File: src/common/uofr_pkg.sv
package uofr_pkg;
  localparam logic [11:0] OFS_NP_STATUS = 12'h02c;
  localparam logic [11:0] OFS_CORE_CFG = 12'h038;
  localparam logic [11:0] OFS_CORE_ID = 12'h03c;
  localparam logic [11:0] OFS_PER_FIFO = 12'h100;
  localparam logic [11:0] OFS_IN_FIFO_BASE = 12'h104;
  localparam logic [11:0] OFS_IN_FIFO_STEP = 12'h004;
  localparam logic [11:0] OFS_HOST_CFG = 12'h400;
  localparam logic [11:0] OFS_HOST_MODE = 12'h800;
  localparam int IN_FIFO_COUNT = 3;
  localparam logic [31:0] RST_NP_STATUS = 32'h00080200;
  localparam logic [31:0] RST_CORE_CFG = 32'h00000000;
  localparam logic [31:0] RST_CORE_ID = 32'h00005a5a; // arbitrary value
  localparam logic [31:0] RST_PER_FIFO = 32'h02000400;
  localparam logic [31:0] RST_IN_FIFO = 32'h02000200;
  localparam logic [31:0] RST_HOST_CFG = 32'h00000004;
  localparam logic [7:0] NP_QUEUE_DEPTH = 8'h08;
  localparam logic [15:0] NP_FIFO_DEPTH = 16'h0100;
  localparam int BIT_SENSE_DIS = 21;
  localparam int BIT_FRAME_OUT = 20;
  localparam int BIT_B_SENSE = 19;
  localparam int BIT_A_SENSE = 18;
  localparam int BIT_XCVR_ON = 16;
  localparam int BIT_FSLS_ONLY = 2;
  localparam logic [31:0] CORE_CFG_MASK = 32'h003d0000;
  localparam logic [1:0] ENTRY_TOKEN = 2'h0;
  localparam logic [1:0] ENTRY_ZLP = 2'h1;
  localparam logic [1:0] ENTRY_HALT = 2'h3;
  localparam logic [1:0] PHY_CLK_48 = 2'h1;
  localparam logic [1:0] PHY_CLK_6 = 2'h2;

  typedef struct packed {
    logic [3:0] chan;
    logic [1:0] kind;
    logic last;
  } uofr_entry_type;

  typedef struct packed {
    logic [11:0] addr;
    logic [31:0] wdata;
    logic wr;
    logic rd;
  } uofr_bus_type;
endpackage

File: src/core/uofr_regs.sv
// Chosen here: the strobed register port.
`timescale 1ns/1ns
// How it works
// read-only non-periodic status at 0x02c, host only
// bits 30:24 show queue top entry
// entry type: token, zero-length, halt
// bits 23:16 free queue slots, 0..8
// device role queues only in requests
// bits 15:0 free fifo words, 0..512
// bit 21 forces bus power valid
// bit 20 gates frame pulse to pad
// bits 19/18 enable b/a power sensing
// bit 16 powers the transceiver
// id register fully writable at 0x03c
// periodic fifo size: depth and start
// periodic fifo size resets to 0x02000400
// three in-endpoint fifo size registers
// software aligns in-fifo start addresses
// software avoids host registers in device role
// software sets host config once at init
// host config bit 2 reads one
// software disables sensing only single-role
// phy clock select codes 01 and 10
// counts track pushes and pops
module uofr_regs #(
  parameter int QW = 8,
  parameter int FW = 16
) (
  input wire logic clk,
  input wire logic rst_n,
  input wire logic clk_en,
  input wire uofr_pkg::uofr_bus_type bus,
  output logic [31:0] rdata,
  input wire logic q_push,
  input wire logic q_push_out,
  input wire uofr_pkg::uofr_entry_type q_push_entry,
  input wire logic q_pop,
  input wire logic f_push,
  input wire logic f_pop,
  input wire logic frame_pulse,
  input wire logic bus_power_pin,
  output logic frame_pulse_pad,
  output logic bus_power_valid,
  output logic b_role_sense_on,
  output logic a_role_sense_on,
  output logic xcvr_active,
  output logic [1:0] phy_clock_select,
  output logic host_mode
);
  logic [31:0] core_cfg_r;
  logic [31:0] core_id_r;
  logic [1:0] host_cfg_r;
  logic host_mode_r;
  logic [QW-1:0] q_free_r;
  logic [FW-1:0] f_free_r;
  uofr_pkg::uofr_entry_type top_r;
  logic pin_s1_r;
  logic pin_s2_r;
  logic q_take;
  logic q_ok;
  logic f_take;
  logic f_ok;
  logic [31:0] rd_nxt;
  logic [11:0] in_idx_ofs;

  wire wr_en = clk_en && bus.wr;
  wire rd_en = clk_en && bus.rd;

  // device role rejects out requests; full queue rejects anything
  assign q_ok = q_push && (host_mode_r || !q_push_out) && (q_free_r != '0);
  assign q_take = q_pop && (q_free_r != QW'(uofr_pkg::NP_QUEUE_DEPTH));
  assign f_ok = f_push && (f_free_r != '0);
  // ceiling is the reset level, which sits above the nominal word depth
  assign f_take = f_pop && (f_free_r != FW'(uofr_pkg::RST_NP_STATUS[15:0]));

  always_ff @(posedge clk or negedge rst_n)
    if (!rst_n)
    begin
      pin_s1_r <= 1'b0;
      pin_s2_r <= 1'b0;
    end
    else if (clk_en)
    begin
      pin_s1_r <= bus_power_pin;
      pin_s2_r <= pin_s1_r;
    end

  always_ff @(posedge clk or negedge rst_n)
    if (!rst_n)
      core_cfg_r <= uofr_pkg::RST_CORE_CFG;
    else if (wr_en && bus.addr == uofr_pkg::OFS_CORE_CFG)
      core_cfg_r <= bus.wdata & uofr_pkg::CORE_CFG_MASK;

  always_ff @(posedge clk or negedge rst_n)
    if (!rst_n)
      core_id_r <= uofr_pkg::RST_CORE_ID;
    else if (wr_en && bus.addr == uofr_pkg::OFS_CORE_ID)
      core_id_r <= bus.wdata;

  // writes of reserved clock codes are refused, but the phy sees the reset code 00 until 01 or 10 is written
  always_ff @(posedge clk or negedge rst_n)
    if (!rst_n)
      host_cfg_r <= uofr_pkg::RST_HOST_CFG[1:0];
    else if (wr_en && bus.addr == uofr_pkg::OFS_HOST_CFG &&
             (bus.wdata[1:0] == uofr_pkg::PHY_CLK_48 ||
              bus.wdata[1:0] == uofr_pkg::PHY_CLK_6))
      host_cfg_r <= bus.wdata[1:0];

  always_ff @(posedge clk or negedge rst_n)
    if (!rst_n)
      host_mode_r <= 1'b0;
    else if (wr_en && bus.addr == uofr_pkg::OFS_HOST_MODE)
      host_mode_r <= bus.wdata[0];

  // simultaneous accepted push and pop leave the count unchanged
  always_ff @(posedge clk or negedge rst_n)
    if (!rst_n)
      q_free_r <= QW'(uofr_pkg::RST_NP_STATUS[23:16]);
    else if (clk_en && (q_ok != q_take))
      q_free_r <= q_ok ? q_free_r - 1'b1 : q_free_r + 1'b1;

  always_ff @(posedge clk or negedge rst_n)
    if (!rst_n)
      f_free_r <= FW'(uofr_pkg::RST_NP_STATUS[15:0]);
    else if (clk_en && (f_ok != f_take))
      f_free_r <= f_ok ? f_free_r - 1'b1 : f_free_r + 1'b1;

  // only the last pushed entry is kept as top; limitation: no full queue model
  always_ff @(posedge clk or negedge rst_n)
    if (!rst_n)
      top_r <= '0;
    else if (clk_en && q_ok)
      top_r <= q_push_entry;

  always_comb
  begin
    in_idx_ofs = bus.addr - uofr_pkg::OFS_IN_FIFO_BASE;
    rd_nxt = 32'h00000000;
    unique case (bus.addr)
      uofr_pkg::OFS_NP_STATUS:
        if (host_mode_r)
          rd_nxt = {1'b0, top_r, 8'(q_free_r), 16'(f_free_r)};
      uofr_pkg::OFS_CORE_CFG: rd_nxt = core_cfg_r;
      uofr_pkg::OFS_CORE_ID: rd_nxt = core_id_r;
      uofr_pkg::OFS_PER_FIFO: rd_nxt = uofr_pkg::RST_PER_FIFO;
      uofr_pkg::OFS_HOST_CFG: rd_nxt = {29'h0, 1'b1, host_cfg_r};
      uofr_pkg::OFS_HOST_MODE: rd_nxt = {31'h0, host_mode_r};
      default:
        if (bus.addr >= uofr_pkg::OFS_IN_FIFO_BASE && in_idx_ofs[1:0] == 2'h0 &&
            in_idx_ofs < 12'(uofr_pkg::IN_FIFO_COUNT) * uofr_pkg::OFS_IN_FIFO_STEP)
          rd_nxt = uofr_pkg::RST_IN_FIFO;
    endcase
  end

  always_ff @(posedge clk or negedge rst_n)
    if (!rst_n)
      rdata <= 32'h00000000;
    else if (clk_en)
      rdata <= rd_en ? rd_nxt : 32'h00000000;

  always_ff @(posedge clk or negedge rst_n)
    if (!rst_n)
    begin
      frame_pulse_pad <= 1'b0;
      bus_power_valid <= 1'b0;
      b_role_sense_on <= 1'b0;
      a_role_sense_on <= 1'b0;
      xcvr_active <= 1'b0;
      phy_clock_select <= 2'h0;
      host_mode <= 1'b0;
    end
    else if (clk_en)
    begin
      frame_pulse_pad <= frame_pulse && core_cfg_r[uofr_pkg::BIT_FRAME_OUT];
      bus_power_valid <= core_cfg_r[uofr_pkg::BIT_SENSE_DIS] || pin_s2_r;
      b_role_sense_on <= core_cfg_r[uofr_pkg::BIT_B_SENSE];
      a_role_sense_on <= core_cfg_r[uofr_pkg::BIT_A_SENSE];
      xcvr_active <= core_cfg_r[uofr_pkg::BIT_XCVR_ON];
      phy_clock_select <= host_cfg_r;
      host_mode <= host_mode_r;
    end

  property p_q_bound;
    @(posedge clk) disable iff (!rst_n) q_free_r <= QW'(uofr_pkg::NP_QUEUE_DEPTH);
  endproperty
  a_q_bound: assert property (p_q_bound) else $error("queue free above 8");

  property p_f_bound;
    @(posedge clk) disable iff (!rst_n) f_free_r <= FW'(uofr_pkg::RST_NP_STATUS[15:0]);
  endproperty
  a_f_bound: assert property (p_f_bound) else $error("fifo free above reset level");

  property p_dev_out;
    @(posedge clk) disable iff (!rst_n)
      clk_en && !host_mode_r && q_push && q_push_out && !q_take |=> $stable(q_free_r);
  endproperty
  a_dev_out: assert property (p_dev_out) else $error("out request taken as device");

  property p_q_count;
    @(posedge clk) disable iff (!rst_n)
      clk_en && q_ok && !q_take |=> q_free_r == $past(q_free_r) - 1'b1;
  endproperty
  a_q_count: assert property (p_q_count) else $error("queue count not reduced");

  property p_sense_dis;
    @(posedge clk) disable iff (!rst_n)
      clk_en && core_cfg_r[uofr_pkg::BIT_SENSE_DIS] |=> bus_power_valid;
  endproperty
  a_sense_dis: assert property (p_sense_dis) else $error("bus power not forced");

  property p_pad_gate;
    @(posedge clk) disable iff (!rst_n)
      clk_en && !core_cfg_r[uofr_pkg::BIT_FRAME_OUT] |=> !frame_pulse_pad;
  endproperty
  a_pad_gate: assert property (p_pad_gate) else $error("frame pulse leaked");

  property p_id_wr;
    @(posedge clk) disable iff (!rst_n)
      wr_en && bus.addr == uofr_pkg::OFS_CORE_ID |=> core_id_r == $past(bus.wdata);
  endproperty
  a_id_wr: assert property (p_id_wr) else $error("id write lost");

  property p_fsls;
    @(posedge clk) disable iff (!rst_n)
      rd_en && bus.addr == uofr_pkg::OFS_HOST_CFG |=> rdata[uofr_pkg::BIT_FSLS_ONLY];
  endproperty
  a_fsls: assert property (p_fsls) else $error("fsls bit not one");

  property p_per_rd;
    @(posedge clk) disable iff (!rst_n)
      rd_en && bus.addr == uofr_pkg::OFS_PER_FIFO |=> rdata == uofr_pkg::RST_PER_FIFO;
  endproperty
  a_per_rd: assert property (p_per_rd) else $error("periodic size wrong");

  property p_xcvr;
    @(posedge clk) disable iff (!rst_n)
      clk_en |=> xcvr_active == $past(core_cfg_r[uofr_pkg::BIT_XCVR_ON]);
  endproperty
  a_xcvr: assert property (p_xcvr) else $error("transceiver control wrong");

  property p_kind;
    @(posedge clk) disable iff (!rst_n)
      1'b1 |->
      top_r.kind != 2'h2;
  endproperty
  a_kind: assert property (p_kind) else $error("reserved entry type stored");

  property p_top_load;
    @(posedge clk) disable iff (!rst_n)
      clk_en && q_ok |=>
      top_r == $past(q_push_entry);
  endproperty
  a_top_load: assert property (p_top_load) else $error("queue top not loaded");

  property p_q_full;
    @(posedge clk) disable iff (!rst_n)
      clk_en && q_push && q_free_r == '0 && !q_take |=>
      q_free_r == '0;
  endproperty
  a_q_full: assert property (p_q_full) else $error("push taken while full");

  property p_q_pop;
    @(posedge clk) disable iff (!rst_n)
      clk_en && q_take && !q_ok |=>
      q_free_r == $past(q_free_r) + 1'b1;
  endproperty
  a_q_pop: assert property (p_q_pop) else $error("queue pop not counted");

  property p_dev_in;
    @(posedge clk) disable iff (!rst_n)
      clk_en && !host_mode_r && q_push && !q_push_out && q_free_r != '0 && !q_take |=>
      q_free_r == $past(q_free_r) - 1'b1;
  endproperty
  a_dev_in: assert property (p_dev_in) else $error("in request refused as device");

  property p_f_count;
    @(posedge clk) disable iff (!rst_n)
      clk_en && f_ok && !f_take |=>
      f_free_r == $past(f_free_r) - 1'b1;
  endproperty
  a_f_count: assert property (p_f_count) else $error("fifo count not reduced");

  property p_f_pop;
    @(posedge clk) disable iff (!rst_n)
      clk_en && f_take && !f_ok |=>
      f_free_r == $past(f_free_r) + 1'b1;
  endproperty
  a_f_pop: assert property (p_f_pop) else $error("fifo drain not counted");

  property p_f_full;
    @(posedge clk) disable iff (!rst_n)
      clk_en && f_push && f_free_r == '0 && !f_take |=>
      f_free_r == '0;
  endproperty
  a_f_full: assert property (p_f_full) else $error("word taken while full");

  property p_dev_read;
    @(posedge clk) disable iff (!rst_n)
      rd_en && bus.addr == uofr_pkg::OFS_NP_STATUS && !host_mode_r |=>
      rdata == 32'h00000000;
  endproperty
  a_dev_read: assert property (p_dev_read) else $error("status visible as device");

  property p_phy_legal;
    @(posedge clk) disable iff (!rst_n)
      1'b1 |->
      phy_clock_select != 2'h3;
  endproperty
  a_phy_legal: assert property (p_phy_legal) else $error("reserved clock code out");

  property p_host_cfg_ign;
    @(posedge clk) disable iff (!rst_n)
      wr_en && bus.addr == uofr_pkg::OFS_HOST_CFG &&
      bus.wdata[1:0] != uofr_pkg::PHY_CLK_48 && bus.wdata[1:0] != uofr_pkg::PHY_CLK_6 |=>
      $stable(host_cfg_r);
  endproperty
  a_host_cfg_ign: assert property (p_host_cfg_ign) else $error("reserved code taken");

  property p_phy_follow;
    @(posedge clk) disable iff (!rst_n)
      clk_en |=>
      phy_clock_select == $past(host_cfg_r);
  endproperty
  a_phy_follow: assert property (p_phy_follow) else $error("clock select lags");

  property p_b_sense;
    @(posedge clk) disable iff (!rst_n)
      clk_en |=>
      b_role_sense_on == $past(core_cfg_r[uofr_pkg::BIT_B_SENSE]);
  endproperty
  a_b_sense: assert property (p_b_sense) else $error("b sensing wrong");

  property p_a_sense;
    @(posedge clk) disable iff (!rst_n)
      clk_en |=>
      a_role_sense_on == $past(core_cfg_r[uofr_pkg::BIT_A_SENSE]);
  endproperty
  a_a_sense: assert property (p_a_sense) else $error("a sensing wrong");

  property p_sense_pin;
    @(posedge clk) disable iff (!rst_n)
      clk_en && !core_cfg_r[uofr_pkg::BIT_SENSE_DIS] |=>
      bus_power_valid == $past(pin_s2_r);
  endproperty
  a_sense_pin: assert property (p_sense_pin) else $error("pin sensing lost");

  property p_pad_pass;
    @(posedge clk) disable iff (!rst_n)
      clk_en && core_cfg_r[uofr_pkg::BIT_FRAME_OUT] && frame_pulse |=>
      frame_pulse_pad;
  endproperty
  a_pad_pass: assert property (p_pad_pass) else $error("frame pulse blocked");

  // a frozen clock enable must hold counts and settings
  property p_freeze;
    @(posedge clk) disable iff (!rst_n)
      !clk_en |=>
      $stable(core_cfg_r) && $stable(q_free_r) && $stable(f_free_r);
  endproperty
  a_freeze: assert property (p_freeze) else $error("state moved while frozen");

  property p_in_rd;
    @(posedge clk) disable iff (!rst_n)
      rd_en && bus.addr == uofr_pkg::OFS_IN_FIFO_BASE |=>
      rdata == uofr_pkg::RST_IN_FIFO;
  endproperty
  a_in_rd: assert property (p_in_rd) else $error("in fifo size wrong");

  property p_cfg_rd;
    @(posedge clk) disable iff (!rst_n)
      rd_en && bus.addr == uofr_pkg::OFS_CORE_CFG |=>
      rdata == $past(core_cfg_r);
  endproperty
  a_cfg_rd: assert property (p_cfg_rd) else $error("config read wrong");

  property p_id_rd;
    @(posedge clk) disable iff (!rst_n)
      rd_en && bus.addr == uofr_pkg::OFS_CORE_ID |=>
      rdata == $past(core_id_r);
  endproperty
  a_id_rd: assert property (p_id_rd) else $error("id read wrong");

  c_q_full: cover property (@(posedge clk) disable iff (!rst_n) q_free_r == '0);
  c_f_full: cover property (@(posedge clk) disable iff (!rst_n) f_free_r == '0);
  c_both: cover property (@(posedge clk) disable iff (!rst_n) q_ok && q_take);
  c_pad: cover property (@(posedge clk) disable iff (!rst_n) frame_pulse_pad);
endmodule

File: config.mk
export PLATFORM = sky130hd
export DESIGN_NAME = uofr_regs
export DESIGN_NICKNAME = d
export VERILOG_FILES = /design/src/common/uofr_pkg.sv /design/src/core/uofr_regs.sv
export SDC_FILE = /design/constraint.sdc
export NUM_CORES = 1
export LEC_CHECK = 0
export ABC_AREA = 1
export ABC_CLOCK_PERIOD_IN_PS = 2460
export CAP_MARGIN = 20
export CORE_ASPECT_RATIO = 1.1
export CORE_MARGIN = 4
export CORE_UTILIZATION = 30
export CTS_BUF_LIST = sky130_fd_sc_hd__clkbuf_4 sky130_fd_sc_hd__clkbuf_8
export CTS_CLUSTER_DIAMETER = 100
export DETAILED_ROUTE_END_ITERATION = 12
export DONT_BUFFER_PORTS = 1
export PLACE_DENSITY = 0.43
export RECOVER_POWER = 25
export SLEW_MARGIN = 5
export SYNTH_ARGS = -nofsm -noshare
export SYNTH_HDL_FRONTEND = slang
export SYNTH_SLANG_ARGS = --single-unit
File: constraint.sdc
create_clock -name clk -period 2.46 [get_ports clk]
set_input_delay 0.246 -clock clk [delete_from_list [all_inputs] [get_ports clk]]
set_output_delay 0.246 -clock clk [all_outputs]
set_load 0.01 [all_outputs]
==> flow_summary.ini <==
[status]
status = complete, but fails checks
violations = negative hold slack

[timing]
layout_worst_path_cycle_share_pct = 91.43
drv_slew = 0
fmax_ghz = 0.4446
setup_viol = 0
relSlewSlack_pct = 62.84
whs_ps = -498.5
timing.final.crit_period_ps = 2249
hold_viol = 113
max_slew.worst_pin.slew_ps = 556.7
fin_worst_skew_ps = 13.96

[global_routing]
overflow = 0
track_usage_pct = 16.72
grt_max_degree = 114
grt_pass1_wl_um = 31220
grt_pass1_vias = 5543
antenna_found_initial = 0

[clock_tree]
numClockSinks = 113
clockBufferDepth = 2
numCtsBuffers = 17
cts-root-buf = clkbuf_8
clk_latency_ps = 440
cts-hold-fix-buffers = 43
clk_pin_slew_ps = 80
htreeDepth = 4
cts_tree = yes

[place]
portBuffers = 0
dpl.hpwl_um = 13570
gp_congestion = 0.8075
place_area_sq_um = 6960

[synthesis]
synth_top_area_share_pct = 40.13
ys_types = 42
ys_warn_count = 0
synth.largest_area_cell = dfrtp_1
ys_seq_area_share_pct = 44.22
async_flop_share_pct = 100.0
synth-main-ff-cell = dfrtp_1
ys_ff_latch = 113
syn_avg_cell_area_sq_um = 7.485
synth_top_family_by_area = simple AND/OR/NAND/NOR gates
synthAdderAreaFrac_pct = 4.520
synth_edf_count = 0
netlist_area_sq_um = 6422
synthMuxAreaShare_pct = 1.110
syn_inst = 858
yosys.area_share.simple_pct = 31.70
synth-xor-area-share_pct = 1.636
synth.area.top_cells = dfrtp_1 (40%), nand2_1 (18%), nand3_1 (5.8%), inv_1 (4.7%), dfstp_2 (4.1%)
synth_nets = 943
synth_compound_gate_area_share_pct = 9.176

[worst_setup_path]
path_class = reg2reg
r2r_cells = 13
crit_path_end_kind = register
worstReg2RegStart = q_free_r[7]
reg2reg_to = q_free_r[7]
rrSetupSlack_ps = 210
crit_path_max_fanout = 6
cp.arrival_ps = 2620
start_kind = register
required_ps = 2830

[cells_and_area]
num-nets-final = 1023
drive_above_1_share_pct = 15.98
area_delta_synth_final_pct = 25.42
n_antenna_cell = 0
post-route-cell-area_sq_um = 8055
fin_util_pct = 38.76

[die]
coreArea_sq_um = 20780
pin_count = 103
start_util_pct = 30.90
die_w_um = 147.5
die_y_um = 161.5
fp-row-count = 55
design.die.area_sq_um = 23820

[min_path]
hp-class = in2async

[pwr]
powerDensity_nw_per_um2 = 875.8
vdd_ir_drop_max_mv = 0.3571
p_leak_nw = 4.120

[drt]
avgViaCountPerCell = 4.602
drc_errors = 0
wl_um = 19460
wl_per_cell_um = 15.74
dr.pass1.iters = 5
drt_iter0_markers = 371
vias = 5688
postRouteAntennaNets = 0

[flow_run]
maxCapViolations = 0
==> layout make-up <==
class	count	area, sq um
clock buffer	23	291.5
clock inverter	9	132.6
fill	2222	12730
inverter	89	340.3
multi-input combinational	630	3321
sequential	113	2840
tap	285	356.6
timing repair buffer	87	773.2
==> worst max-delay path, stage by stage, from the launching register on <==
cell,delay (ps)
dfrtp_1,450
nor2_1,140
nand2_1,110
nor2_2,170
nor2_4,70
buf_4,160
ha_1,330
a21oi_1,250
o21ai_0,110
a21oi_1,130
nand3_1,90
nand2_1,70
nand2_1,40
nand2_1,60
==> per-layer routing <==
metal	GRT usage (%)	vias up	part of all wire [%]
li1	-	2892	-
met1	22.31	2683	46
met4	4.449	0	1.2
met2	27.50	100	49
met3	3.676	13	3.4
met5	0	-	0
==> cells in the mapped netlist (6+ instances only) <==
library cell / number
o21ai_0: 45
inv_2: 6
ha_1: 20
dfstp_2: 10
dfrtp_1: 103
nand2_1: 316
inv_1: 80
o21ai_2: 10
a21oi_1: 37
nand3_1: 75
nand4_1: 6
xnor2_1: 8
nor2_1: 64
clkbuf_1: 12
buf_6: 6
==> worst max-delay path by stage <==
stage | startpoint | to | slack [ps] | cells after the start
floorplan | f_free_r[0] | f_free_r[14] | 340 | 15
global placement | f_free_r[6] | f_free_r[14] | -20 | 15
detailed placement | f_free_r[6] | f_free_r[14] | -30 | 15
CTS | f_free_r[14] | f_free_r[15] | -3 | 15
global route | f_free_r[14] | f_free_r[11] | -3 | 16
finish | q_free_r[7] | q_free_r[7] | 210 | 13
==> power by group <==
| part | switching [mW] | internal, mW |
|---|---|---|
| clock network | 0.826 | 1.10 |
| logic | 1.57 | 1.30 |
| registers | 0.176 | 2.09 |
==> cell families after synthesis <==
| family | Yosys count |
|---|---|
| and+or+nand+nor | 486 |
| adders and majority gates | 22 |
| AOI/OAI and AO/OA | 105 |
| buffers and inverters | 115 |
| xor gates and xnor gates | 12 |
| DFF | 113 |
| muxes | 5 |
==> stage by stage <==
stage | total power [mW] | TNS, ps | setup WS (ps) | hold slack, ps | std cells
after floorplan | 3.953 | 0 | 344.6 | -49.59 | 858
after global placement | 4.839 | -24.67 | -24.67 | -44.46 | 1159
after detailed placement | 4.811 | -72.50 | -31.73 | -44.07 | 1159
after CTS | 6.856 | -3.717 | -2.937 | -540.1 | 1234
after global routing | 7.647 | -2.582 | -2.582 | -544.2 | 1236
final | 7.055 | 0 | 210.8 | -498.5 | 1236
==> timing repair <==
action                     CTS  global route
setup endpoints to repair    4            13
pin swaps                    0             1
buffers inserted             0             2
hold endpoints to repair   167           113
gates resized for setup      2            30
==> sequential cells by signal, summed over array words and instances, names as in the netlist <==
register and cells:
xcvr_active 1, host_mode_r 1, rdata 32, host_mode 1
core_cfg_r 5, f_free_r 16, pin_s1_r 1, frame_pulse_pad 1
b_role_sense_on 1, a_role_sense_on 1, core_id_r 32, host_cfg_r 2
q_free_r 8, pin_s2_r 1, bus_power_valid 1, top_r 7
phy_clock_select 2
==> placed cells by master (no fill, tap or decap), drive strengths merged <==
master / instances
bufinv: 3
nand2: 321
or2: 1
xor2: 4
inv: 86
and2: 1
a211oi: 1
o21a: 1
a32o: 1
nand4: 7
o21bai: 1
clkinv: 7
clkbuf: 23
xnor2: 8
o21ai: 60
clkinvlp: 2
a21oi: 37
dfrtp: 103
dfstp: 10
buf: 44
nor2: 70
ha: 20
nand3: 78
nor3: 5
fa: 2
mux2: 5
a31oi: 1
dlygate4sd3: 43
o211ai: 2
a21o: 1
nand3b: 3
(Power assumes the default switching activity.)
